## src/rtl/can_txbuf_pkg.sv

```systemverilog
// Constants shared by the transmit buffer payload block
package can_txbuf_pkg;
  localparam int NUM_BUFFERS = 3;
  localparam int PAYLOAD_BYTES = 8;
  localparam int ADDR_W = 8;
  // Address fields: buffer select and register index within a buffer
  localparam int BUF_SEL_MSB = 7;
  localparam int BUF_SEL_LSB = 6;
  localparam int IDX_MSB = 5;
  localparam int IDX_LSB = 2;
  // Register indexes within one buffer (byte address = index * 4)
  localparam logic [3:0] REG_EXT_HIGH = 4'h0;
  localparam logic [3:0] REG_EXT_LOW = 4'h1;
  localparam logic [3:0] REG_LEN_CTRL = 4'h2;
  localparam logic [3:0] REG_CONTROL = 4'h3;
  localparam logic [3:0] REG_PAYLOAD0 = 4'h4;
  localparam logic [3:0] REG_PAYLOAD7 = 4'hb;
  // Length control byte layout
  localparam int RTR_BIT = 6;
  localparam int DLC_MSB = 3;
  localparam logic [7:0] LEN_CTRL_MASK = 8'h4f;
  localparam logic [3:0] MAX_DLC = 4'h8;
  // Control and status byte layout
  localparam int CTRL_EXT_EN_BIT = 0;
  localparam int CTRL_REQ_BIT = 3;
  localparam int CTRL_ERR_BIT = 4;
  localparam int CTRL_LOST_BIT = 5;
  localparam int CTRL_ABT_BIT = 6;
  // AXI responses
  localparam logic [1:0] RESP_OKAY = 2'h0;
  localparam logic [1:0] RESP_SLVERR = 2'h2;
endpackage : can_txbuf_pkg

```

## src/rtl/can_tx_buffer_payload.sv

```systemverilog
// AXI4-Lite register view and engine read port of three CAN transmit buffers
`timescale 1ns/1ns
// How it works
// - Each buffer has a read/write byte with extended identifier bits 15..8.
// - Each buffer has a read/write byte with extended identifier bits 7..0.
// - Each buffer holds eight read/write payload bytes, index zero to seven.
// - Length control bit 6 sets the outgoing frame's remote request bit.
// - Length control bits 3..0 give zero to eight bytes; above eight reserved.
// - Length control bits 7, 5 and 4 read zero and ignore writes.
// - Extended identifier bytes reach the engine only with extended ids on.
// - Setting send request clears status; a successful send clears request.
module can_tx_buffer_payload
  import can_txbuf_pkg::*;
(
  // Clock and reset
  input wire logic aclk,
  input wire logic aresetn,
  // AXI4-Lite write address and data
  input wire logic [ADDR_W-1:0] s_axi_awaddr,
  input wire logic s_axi_awvalid,
  output logic s_axi_awready,
  input wire logic [31:0] s_axi_wdata,
  input wire logic [3:0] s_axi_wstrb,
  input wire logic s_axi_wvalid,
  output logic s_axi_wready,
  // AXI4-Lite write response
  output logic [1:0] s_axi_bresp,
  output logic s_axi_bvalid,
  input wire logic s_axi_bready,
  // AXI4-Lite read
  input wire logic [ADDR_W-1:0] s_axi_araddr,
  input wire logic s_axi_arvalid,
  output logic s_axi_arready,
  output logic [31:0] s_axi_rdata,
  output logic [1:0] s_axi_rresp,
  output logic s_axi_rvalid,
  input wire logic s_axi_rready,
  // Engine selection
  input wire logic [1:0] eng_sel,
  input wire logic [2:0] eng_byte_idx,
  // Engine events, one bit per buffer, one-cycle pulses
  input wire logic [NUM_BUFFERS-1:0] eng_sent,
  input wire logic [NUM_BUFFERS-1:0] eng_aborted,
  input wire logic [NUM_BUFFERS-1:0] eng_lost,
  input wire logic [NUM_BUFFERS-1:0] eng_error,
  // Frame contents toward the engine
  output logic [NUM_BUFFERS-1:0] send_request_flag,
  output logic extended_id_enable,
  output logic [15:0] eng_ext_id,
  output logic remote_request_select,
  output logic [3:0] eng_length,
  output logic [7:0] eng_byte,
  output logic eng_byte_valid
);
  typedef struct packed {
    logic [ADDR_W-1:0] awaddr;
    logic aw_have;
    logic [7:0] wbyte;
    logic wlane0;
    logic w_have;
    logic awready;
    logic wready;
    logic bvalid;
    logic [1:0] bresp;
    logic arready;
    logic rvalid;
    logic [1:0] rresp;
    logic [31:0] rdata;
    logic [NUM_BUFFERS-1:0] req;
    logic ext_en;
    logic [15:0] ext_id;
    logic rtr;
    logic [3:0] len;
    logic [7:0] byte_out;
    logic byte_valid;
  } top_t;

  top_t t_q, t_d;

  // Slot contents
  logic [7:0] hi_w [NUM_BUFFERS];
  logic [7:0] lo_w [NUM_BUFFERS];
  logic [7:0] lc_w [NUM_BUFFERS];
  logic [7:0] ct_w [NUM_BUFFERS];
  logic [PAYLOAD_BYTES*8-1:0] dat_w [NUM_BUFFERS];
  logic [NUM_BUFFERS-1:0] xen_w;
  logic [NUM_BUFFERS-1:0] req_w;

  // Write strobe toward the slots
  logic wr_en;
  logic [1:0] wr_buf;
  logic [3:0] wr_idx;

  //////////////////////////////////////////////////////////////////////////
  // Three buffer slots
  for (genvar n = 0; n < NUM_BUFFERS; n++) begin : g_slot
    tx_buffer_slot u_slot (
      .aclk(aclk),
      .aresetn(aresetn),
      .wr_en(wr_en && wr_buf == 2'(n)),
      .wr_idx(wr_idx),
      .wr_data(t_q.wbyte),
      .sent(eng_sent[n]),
      .aborted(eng_aborted[n]),
      .lost(eng_lost[n]),
      .errored(eng_error[n]),
      .ext_hi_o(hi_w[n]),
      .ext_lo_o(lo_w[n]),
      .len_ctrl_o(lc_w[n]),
      .ctrl_o(ct_w[n]),
      .data_o(dat_w[n]),
      .ext_en_o(xen_w[n]),
      .req_o(req_w[n])
    );
  end

  //////////////////////////////////////////////////////////////////////////
  // Write path: commit once address and data are both held
  assign wr_buf = t_q.awaddr[BUF_SEL_MSB:BUF_SEL_LSB];
  assign wr_idx = t_q.awaddr[IDX_MSB:IDX_LSB];
  assign wr_en = t_q.aw_have && t_q.w_have && !t_q.bvalid &&
    t_q.wlane0 && wr_buf < 2'(NUM_BUFFERS) && wr_idx <= REG_PAYLOAD7;

  // Next state of bus and engine registers
  always_comb begin
    logic [1:0] rb;
    logic [3:0] ri;
    logic [7:0] rv;
    logic [1:0] es;
    logic [3:0] dlc;
    rb = s_axi_araddr[BUF_SEL_MSB:BUF_SEL_LSB];
    ri = s_axi_araddr[IDX_MSB:IDX_LSB];
    rv = 8'h00;
    es = eng_sel;
    dlc = 4'h0;
    t_d = t_q;
    // Address and data channels, either order
    if (s_axi_awvalid && t_q.awready) begin
      t_d.aw_have = 1'b1;
      t_d.awaddr = s_axi_awaddr;
    end
    if (s_axi_wvalid && t_q.wready) begin
      t_d.w_have = 1'b1;
      t_d.wbyte = s_axi_wdata[7:0];
      t_d.wlane0 = s_axi_wstrb[0];
    end
    if (t_q.bvalid && s_axi_bready) begin
      t_d.bvalid = 1'b0;
    end
    if (t_q.aw_have && t_q.w_have && !t_q.bvalid) begin
      t_d.aw_have = 1'b0;
      t_d.w_have = 1'b0;
      t_d.bvalid = 1'b1;
      t_d.bresp = (wr_buf < 2'(NUM_BUFFERS) && wr_idx <= REG_PAYLOAD7) ?
        RESP_OKAY : RESP_SLVERR;
    end
    t_d.awready = !t_d.aw_have && !t_d.bvalid;
    t_d.wready = !t_d.w_have && !t_d.bvalid;
    // Read channel
    if (t_q.rvalid && s_axi_rready) begin
      t_d.rvalid = 1'b0;
    end
    if (s_axi_arvalid && t_q.arready) begin
      t_d.rvalid = 1'b1;
      t_d.rresp = RESP_SLVERR;
      if (rb < 2'(NUM_BUFFERS) && ri <= REG_PAYLOAD7) begin
        t_d.rresp = RESP_OKAY;
        if (ri == REG_EXT_HIGH) begin
          rv = hi_w[rb];
        end else if (ri == REG_EXT_LOW) begin
          rv = lo_w[rb];
        end else if (ri == REG_LEN_CTRL) begin
          rv = lc_w[rb];
        end else if (ri == REG_CONTROL) begin
          rv = ct_w[rb];
        end else begin
          rv = dat_w[rb][8*(3'(ri - REG_PAYLOAD0)) +: 8];
        end
      end
      t_d.rdata = {24'h000000, rv};
    end
    t_d.arready = !t_d.rvalid;
    // Engine view of the selected buffer
    t_d.req = req_w;
    t_d.ext_en = 1'b0;
    t_d.ext_id = 16'h0000;
    t_d.rtr = 1'b0;
    t_d.len = 4'h0;
    t_d.byte_out = 8'h00;
    t_d.byte_valid = 1'b0;
    if (es < 2'(NUM_BUFFERS)) begin
      dlc = lc_w[es][DLC_MSB:0];
      t_d.ext_en = xen_w[es];
      if (xen_w[es]) begin
        t_d.ext_id = {hi_w[es], lo_w[es]};
      end
      t_d.rtr = lc_w[es][RTR_BIT];
      t_d.len = (dlc > MAX_DLC) ? MAX_DLC : dlc;
      t_d.byte_out = dat_w[es][8*eng_byte_idx +: 8];
      t_d.byte_valid = {1'b0, eng_byte_idx} < t_d.len;
    end
  end

  // State register
  always_ff @(posedge aclk) begin
    if (!aresetn) begin
      t_q <= '0;
    end else begin
      t_q <= t_d;
    end
  end

  //////////////////////////////////////////////////////////////////////////
  // Outputs straight from the state register
  assign s_axi_awready = t_q.awready;
  assign s_axi_wready = t_q.wready;
  assign s_axi_bvalid = t_q.bvalid;
  assign s_axi_bresp = t_q.bresp;
  assign s_axi_arready = t_q.arready;
  assign s_axi_rvalid = t_q.rvalid;
  assign s_axi_rresp = t_q.rresp;
  assign s_axi_rdata = t_q.rdata;
  assign send_request_flag = t_q.req;
  assign extended_id_enable = t_q.ext_en;
  assign eng_ext_id = t_q.ext_id;
  assign remote_request_select = t_q.rtr;
  assign eng_length = t_q.len;
  assign eng_byte = t_q.byte_out;
  assign eng_byte_valid = t_q.byte_valid;

  //////////////////////////////////////////////////////////////////////////
  // Checks
  a_ext_id_gated: assert property (@(posedge aclk)
    disable iff (!aresetn)
    !extended_id_enable |-> eng_ext_id == 16'h0000)
    else $error("extended id shown while disabled");
  a_byte_in_length: assert property (@(posedge aclk)
    disable iff (!aresetn)
    eng_byte_valid == ({1'b0, $past(eng_byte_idx)} < eng_length))
    else $error("payload byte valid outside length");
  a_length_limit: assert property (@(posedge aclk)
    disable iff (!aresetn)
    eng_length <= MAX_DLC)
    else $error("length above eight bytes");
  a_bresp_held: assert property (@(posedge aclk) disable iff (!aresetn)
    s_axi_bvalid && !s_axi_bready |=> s_axi_bvalid && $stable(s_axi_bresp))
    else $error("write response dropped early");
  c_write: cover property (@(posedge aclk) disable iff (!aresetn)
    s_axi_bvalid && s_axi_bready && s_axi_bresp == RESP_OKAY);
  c_read: cover property (@(posedge aclk) disable iff (!aresetn)
    s_axi_rvalid && s_axi_rready && s_axi_rdata != 32'h0);
  c_full_frame: cover property (@(posedge aclk) disable iff (!aresetn)
    eng_length == MAX_DLC && eng_byte_valid && remote_request_select);
endmodule : can_tx_buffer_payload

```

## src/rtl/tx_buffer_slot.sv

```systemverilog
// Storage and send flags of one transmit buffer
`timescale 1ns/1ns
module tx_buffer_slot
  import can_txbuf_pkg::*;
(
  // Clock and reset
  input wire logic aclk,
  input wire logic aresetn,
  // Register write port
  input wire logic wr_en,
  input wire logic [3:0] wr_idx,
  input wire logic [7:0] wr_data,
  // Protocol engine events
  input wire logic sent,
  input wire logic aborted,
  input wire logic lost,
  input wire logic errored,
  // Contents
  output logic [7:0] ext_hi_o,
  output logic [7:0] ext_lo_o,
  output logic [7:0] len_ctrl_o,
  output logic [7:0] ctrl_o,
  output logic [PAYLOAD_BYTES*8-1:0] data_o,
  output logic ext_en_o,
  output logic req_o
);
  typedef struct packed {
    logic [7:0] ext_hi;
    logic [7:0] ext_lo;
    logic [7:0] len_ctrl;
    logic [PAYLOAD_BYTES-1:0][7:0] data;
    logic ext_en;
    logic req;
    logic abt;
    logic lost;
    logic err;
  } slot_t;

  slot_t s_q, s_d;
  logic sw_req;

  //////////////////////////////////////////////////////////////////////////
  // Next state: send clear, software writes, then the other engine events
  assign sw_req = wr_en && wr_idx == REG_CONTROL && wr_data[CTRL_REQ_BIT];

  always_comb begin
    s_d = s_q;
    if (sent) begin
      s_d.req = 1'b0;
    end
    if (wr_en) begin
      unique case (wr_idx)
        REG_EXT_HIGH: s_d.ext_hi = wr_data;
        REG_EXT_LOW: s_d.ext_lo = wr_data;
        REG_LEN_CTRL: s_d.len_ctrl = wr_data & LEN_CTRL_MASK;
        REG_CONTROL: begin
          s_d.ext_en = wr_data[CTRL_EXT_EN_BIT];
          s_d.req = wr_data[CTRL_REQ_BIT];
          if (wr_data[CTRL_REQ_BIT]) begin
            s_d.abt = 1'b0;
            s_d.lost = 1'b0;
            s_d.err = 1'b0;
          end
        end
        default: begin
          if (wr_idx >= REG_PAYLOAD0 && wr_idx <= REG_PAYLOAD7) begin
            s_d.data[3'(wr_idx - REG_PAYLOAD0)] = wr_data;
          end
        end
      endcase
    end
    // Engine events set after the software clear, so they win
    if (aborted) begin
      s_d.abt = 1'b1;
    end
    if (lost) begin
      s_d.lost = 1'b1;
    end
    if (errored) begin
      s_d.err = 1'b1;
    end
  end

  // State register
  always_ff @(posedge aclk) begin
    if (!aresetn) begin
      s_q <= '0;
    end else begin
      s_q <= s_d;
    end
  end

  // Outputs
  assign ext_hi_o = s_q.ext_hi;
  assign ext_lo_o = s_q.ext_lo;
  assign len_ctrl_o = s_q.len_ctrl;
  assign data_o = s_q.data;
  assign ext_en_o = s_q.ext_en;
  assign req_o = s_q.req;
  always_comb begin
    ctrl_o = 8'h00;
    ctrl_o[CTRL_EXT_EN_BIT] = s_q.ext_en;
    ctrl_o[CTRL_REQ_BIT] = s_q.req;
    ctrl_o[CTRL_ERR_BIT] = s_q.err;
    ctrl_o[CTRL_LOST_BIT] = s_q.lost;
    ctrl_o[CTRL_ABT_BIT] = s_q.abt;
  end

  //////////////////////////////////////////////////////////////////////////
  // Checks
  a_ext_hi_write: assert property (@(posedge aclk)
    disable iff (!aresetn)
    wr_en && wr_idx == REG_EXT_HIGH |=> ext_hi_o == $past(wr_data))
    else $error("ext id high byte not stored");
  a_ext_lo_write: assert property (@(posedge aclk)
    disable iff (!aresetn)
    wr_en && wr_idx == REG_EXT_LOW |=> ext_lo_o == $past(wr_data))
    else $error("ext id low byte not stored");
  a_payload_byte_write: assert property (@(posedge aclk)
    disable iff (!aresetn)
    wr_en && wr_idx == REG_PAYLOAD0 + 4'h7 |=>
    data_o[PAYLOAD_BYTES*8-1 -: 8] == $past(wr_data))
    else $error("payload byte seven not stored");
  a_rtr_bit_store: assert property (@(posedge aclk)
    disable iff (!aresetn)
    wr_en && wr_idx == REG_LEN_CTRL |=>
    len_ctrl_o[RTR_BIT] == $past(wr_data[RTR_BIT]))
    else $error("remote request bit not stored");
  a_dlc_store: assert property (@(posedge aclk) disable iff (!aresetn)
    wr_en && wr_idx == REG_LEN_CTRL |=>
    len_ctrl_o[DLC_MSB:0] == $past(wr_data[DLC_MSB:0]))
    else $error("length code not stored");
  a_unimpl_zero: assert property (@(posedge aclk) disable iff (!aresetn)
    (len_ctrl_o & ~LEN_CTRL_MASK) == 8'h00)
    else $error("unimplemented length bits not zero");
  a_req_clears_status: assert property (@(posedge aclk)
    disable iff (!aresetn)
    sw_req && !aborted && !lost && !errored |=>
    req_o && ctrl_o[CTRL_ABT_BIT:CTRL_ERR_BIT] == 3'h0)
    else $error("request did not clear status");
  a_sent_clears_req: assert property (@(posedge aclk)
    disable iff (!aresetn)
    sent && !sw_req |=> !req_o)
    else $error("request not cleared after send");
  c_request: cover property (@(posedge aclk) disable iff (!aresetn)
    sw_req ##[1:20] sent);
endmodule : tx_buffer_slot

```

## config.mk

```make
export PLATFORM = sky130hd
export DESIGN_NAME = can_tx_buffer_payload
export DESIGN_NICKNAME = d
export VERILOG_FILES = /design/src/rtl/can_txbuf_pkg.sv /design/src/rtl/can_tx_buffer_payload.sv /design/src/rtl/tx_buffer_slot.sv
export SDC_FILE = /design/constraint.sdc
export NUM_CORES = 1
export LEC_CHECK = 0
export CORE_ASPECT_RATIO = 0.9
export CORE_MARGIN = 5
export CORE_UTILIZATION = 65
export CTS_BUF_LIST = sky130_fd_sc_hd__clkbuf_8
export CTS_CLUSTER_SIZE = 10
export DETAILED_ROUTE_END_ITERATION = 10
export DONT_BUFFER_PORTS = 1
export GPL_TIMING_DRIVEN = 1
export HOLD_SLACK_MARGIN = 0.02
export PLACE_DENSITY = 0.79
export SYNTH_ARGS = -nofsm -noshare
export SYNTH_HDL_FRONTEND = slang
export SYNTH_SLANG_ARGS = --single-unit
```

## constraint.sdc

```tcl
create_clock -name aclk -period 3 [get_ports aclk]
set_input_delay 0.3 -clock aclk [delete_from_list [all_inputs] [get_ports aclk]]
set_output_delay 0.3 -clock aclk [all_outputs]
set_load 0.005 [all_outputs]
```

==> out/metrics.cfg <==
[clock_network]
cts_max_level = 2
cts_inserted_buffers = 53
tritoncts_num_sinks = 336
ctsResizeCount = 0
cts-root-buf = clkbuf_8
worstSkewPairLatency_ps = 590
cts_hold_buf = 41
path_clk_slew_ps = 60
clock_tree_from_tritoncts = yes
post_cts.repair.setup_buffers = 0
deepest_clock_path_buffer_count = 3

[synth]
postSynth.topFlopCell = dfxtp_1
flop_and_latch_count_out_of_synthesis = 336
synth_cell_types = 67
post_synthesis_average_cell_area_um2 = 8.73
ys_warn_count = 0
synth-seq-area-share_pct = 39.6
synth_area_leaders = dfxtp_1 40%, mux2i_1 14%, nor2_1 6.9%
synth.top_cell.area_share_pct = 39.6
synth-edff-count = 0
postSynth.asyncResetShare_pct = 0
post_synth_instance_area_mm2 = 0.0170
netlist.top_cell.by_area = dfxtp_1
syn-instance-count = 1945

[placement]
globalplace.congestion = 0.936
place_worst_setup_slack_ps = 534
placed_cell_area_mm2 = 0.0168
post-dp-hpwl_um = 32900
placement.io_buffers = 0

[setup_path]
crit_chain = inv_1 > ha_1 > nor3b_2 > nand2_1 > nor3_4 > buf_4 > mux2i_1 > nor2_1
critical_path.endpoint_type = register
slowest_cell_delay_on_critical_path_ps = 470
cpMaxStageDelayCell = nand2_1
setup.worst_path.class = register to register
path_delay_family = simple AND/OR/NAND/NOR gates
critical_path.startpoint_type = register
path_max_fanout = 15
worstPathBufferInverterCount = 2
data_required_time_at_the_worst_endpoint_ps = 3450
cp_data_arrival_time_ps = 3010

[detailed_routing]
postRouteWirelength_um = 53000
first_pass_iters = 6
wire_per_inst_um = 23.2
drc = 0
avgViaCountPerCell = 6.64
via_count = 15200
detail_route.iter0.violations = 2242
antenna_violating_nets_post_route = 0

[global_routing]
gr_met3_demand_resource_pct = 8.93
antenna_found_initial = 0
grt_remaining_overflow = 0
grt_busiest_layer = met2
grt_use_met1_pct = 46.0
groute.usage.overall_pct = 35.0
largest_net_degree_at_the_start_of_global_routing = 128
grt_first_pass_wirelength_um = 82400
grt_util_met2_pct = 54.1
via_count_of_the_first_global_routing_pass = 14700

[outcome]
result_of_the_run = completed

[die]
placementRows = 56
fp.dieArea_mm2 = 0.0295
core_region_area_mm2 = 0.0259
dieWidth_um = 180
initial_utilization_pct = 65.5
io_pins = 151
die_y_um = 163

[final_layout]
multi_input_area_mm2 = 0.00909
final_layout_size_suffix_gt1_share_pct = 12.9
regArea_mm2 = 0.00673
most_common_cell_after_layout_fill_and_taps_aside = dfxtp_1
final_cell_area_mm2 = 0.0183
layout-area-overhead-vs-synth_pct = 7.97
n_fill_cell = 2001
layout_net_count = 1976
final_cell_mix = 336 x dfxtp_1, 310 x nor2_1, 236 x mux2i_1
antenna-diode-count = 0

[pwr]
cellInternalPower_uw = 6910
switching_power_uw = 2280
p_clk_share_pct = 43.4
design_power_total_uw = 9190
irDropWorstVdd_mv = 0.432
power.sequential.fraction_pct = 49.4
power_switching_share_pct = 24.8
power_frac_comb_pct = 7.2
p_leak_uw = 0.00673
power.density_cell_area_mw_per_mm2 = 501

[timing]
worst_case_clock_skew_ps = 25.5
relSlewSlack_pct = 33.1
final-hold-violation-count = 0
setup-tns-final_ps = 0
maxSlewViolCount = 0
setup_viol = 0
timing.final.crit_share_pct = 85.6
layout_min_cycle_time_ps = 2570
worstMarginPinSlew_ps = 1000
timing.fmax_ghz = 0.390
grt_setup_unrepaired = false
setup_ws_ps = 433

[run]
maxCapViolations = 0

[hold_path]
worst_hold_path_type = input pin to register

-- final cells by class --
cell class                      count  area share (%)
Tap cell                          348            2.37
Clock inverter                     23           0.703
Sequential cell                   336            36.7
Multi-Input combinational cell   1387            49.6
Timing Repair Buffer              104            5.09
Inverter                           14           0.327
Clock buffer                       70            5.25
-- stage by stage --
step	utilization, %	hold WS, ps	std cells
final	70.7	41.5	2282
after global routing	70.7	37.6	2282
after CTS	70.7	21.3	2282
after detailed placement	64.9	426	2148
after global placement	64.9	422	2148
after floorplan	-	417	1970
-- cells by family after synthesis --
| kind of cell | share of synthesized area [%] |
|---|---|
| adders and majority gates | 0.295 |
| and+or+nand+nor | 17.2 |
| xor gates and xnor gates | 0.0516 |
| AOI/OAI and AO/OA | 15.2 |
| other | 0.0221 |
| DFF | 39.6 |
| muxes | 20.1 |
| buffers and inverters | 7.44 |
-- cell usage after synthesis, types with 4 or more instances --
cell / n
nand3_1: 42
a22o_1: 5
nand3b_1: 4
mux2i_1: 236
or3_1: 6
o2bb2ai_1: 5
buf_4: 78
o22ai_1: 64
nor2_1: 310
a22oi_1: 12
or3b_2: 28
a221oi_1: 6
o311ai_0: 5
a211oi_1: 8
o31ai_1: 28
buf_2: 29
clkbuf_1: 107
buf_1: 18
nor3_4: 8
inv_1: 10
a31oi_1: 4
o211ai_1: 9
and2_1: 5
nor2b_1: 15
nor3_1: 8
nand4_1: 4
dfxtp_1: 336
a32oi_1: 4
a21oi_1: 169
o21ai_0: 107
nand2_1: 156
nand2b_1: 13
and3_1: 5
ha_1: 4
nor2_2: 4
mux4_2: 39
mux2_2: 16
-- power groups by stage --
stage | Clock [µW] | Sequential [µW] | Combinational [µW]
4_1_cts | 4000 | 4530 | 634
6_report | 3990 | 4540 | 663
3_3_place_gp | 0 | 4630 | 570
5_1_grt | 4240 | 4540 | 701
2_1_floorplan | 0 | 4610 | 558
3_5_place_dp | 0 | 4630 | 579
-- worst register-to-register path: cells and delay by family, from the launching register on --
family,cells,cell delay (ps)
adder cells (fa/ha/maj),1,320
flip-flops,1,370
multiplexers,1,230
AND/OR/NAND/NOR,4,1130
buffers and inverters,2,390
-- registers in the layout, summed over array words and instances, names as in the netlist, 9 cells and up --
register,count
g_slot.u_slot.data_o,192
g_slot.u_slot.ext_hi_o,24
g_slot.u_slot.ext_lo_o,24
t_q,17
eng_ext_id,16
g_slot.u_slot.len_ctrl_o,15
g_slot.u_slot.ctrl_o,9
-- worst paths after layout --
| check | start | end | slack [ps] | cells after the start |
|---|---|---|---|---|
| setup / recovery | t_q[90] | g_slot[0].u_slot.data_o[58] | 430 | 8 |
| hold / removal | eng_byte_idx[2] | eng_byte[2] | 40 | 2 |
| setup reg to reg | t_q[90] | g_slot[0].u_slot.data_o[58] | 430 | 8 |
| hold reg to reg | g_slot[1].u_slot.ext_lo_o[5] | g_slot[1].u_slot.ext_lo_o[5] | 480 | 2 |
-- per-layer routing --
metal / up-vias / share of wire (%)
li1: 6701 / -
met1: 7128 / 38
met2: 1100 / 44
met3: 222 / 12
met4: 0 / 5.4
met5: - / 0
(Power assumes the default switching activity.)
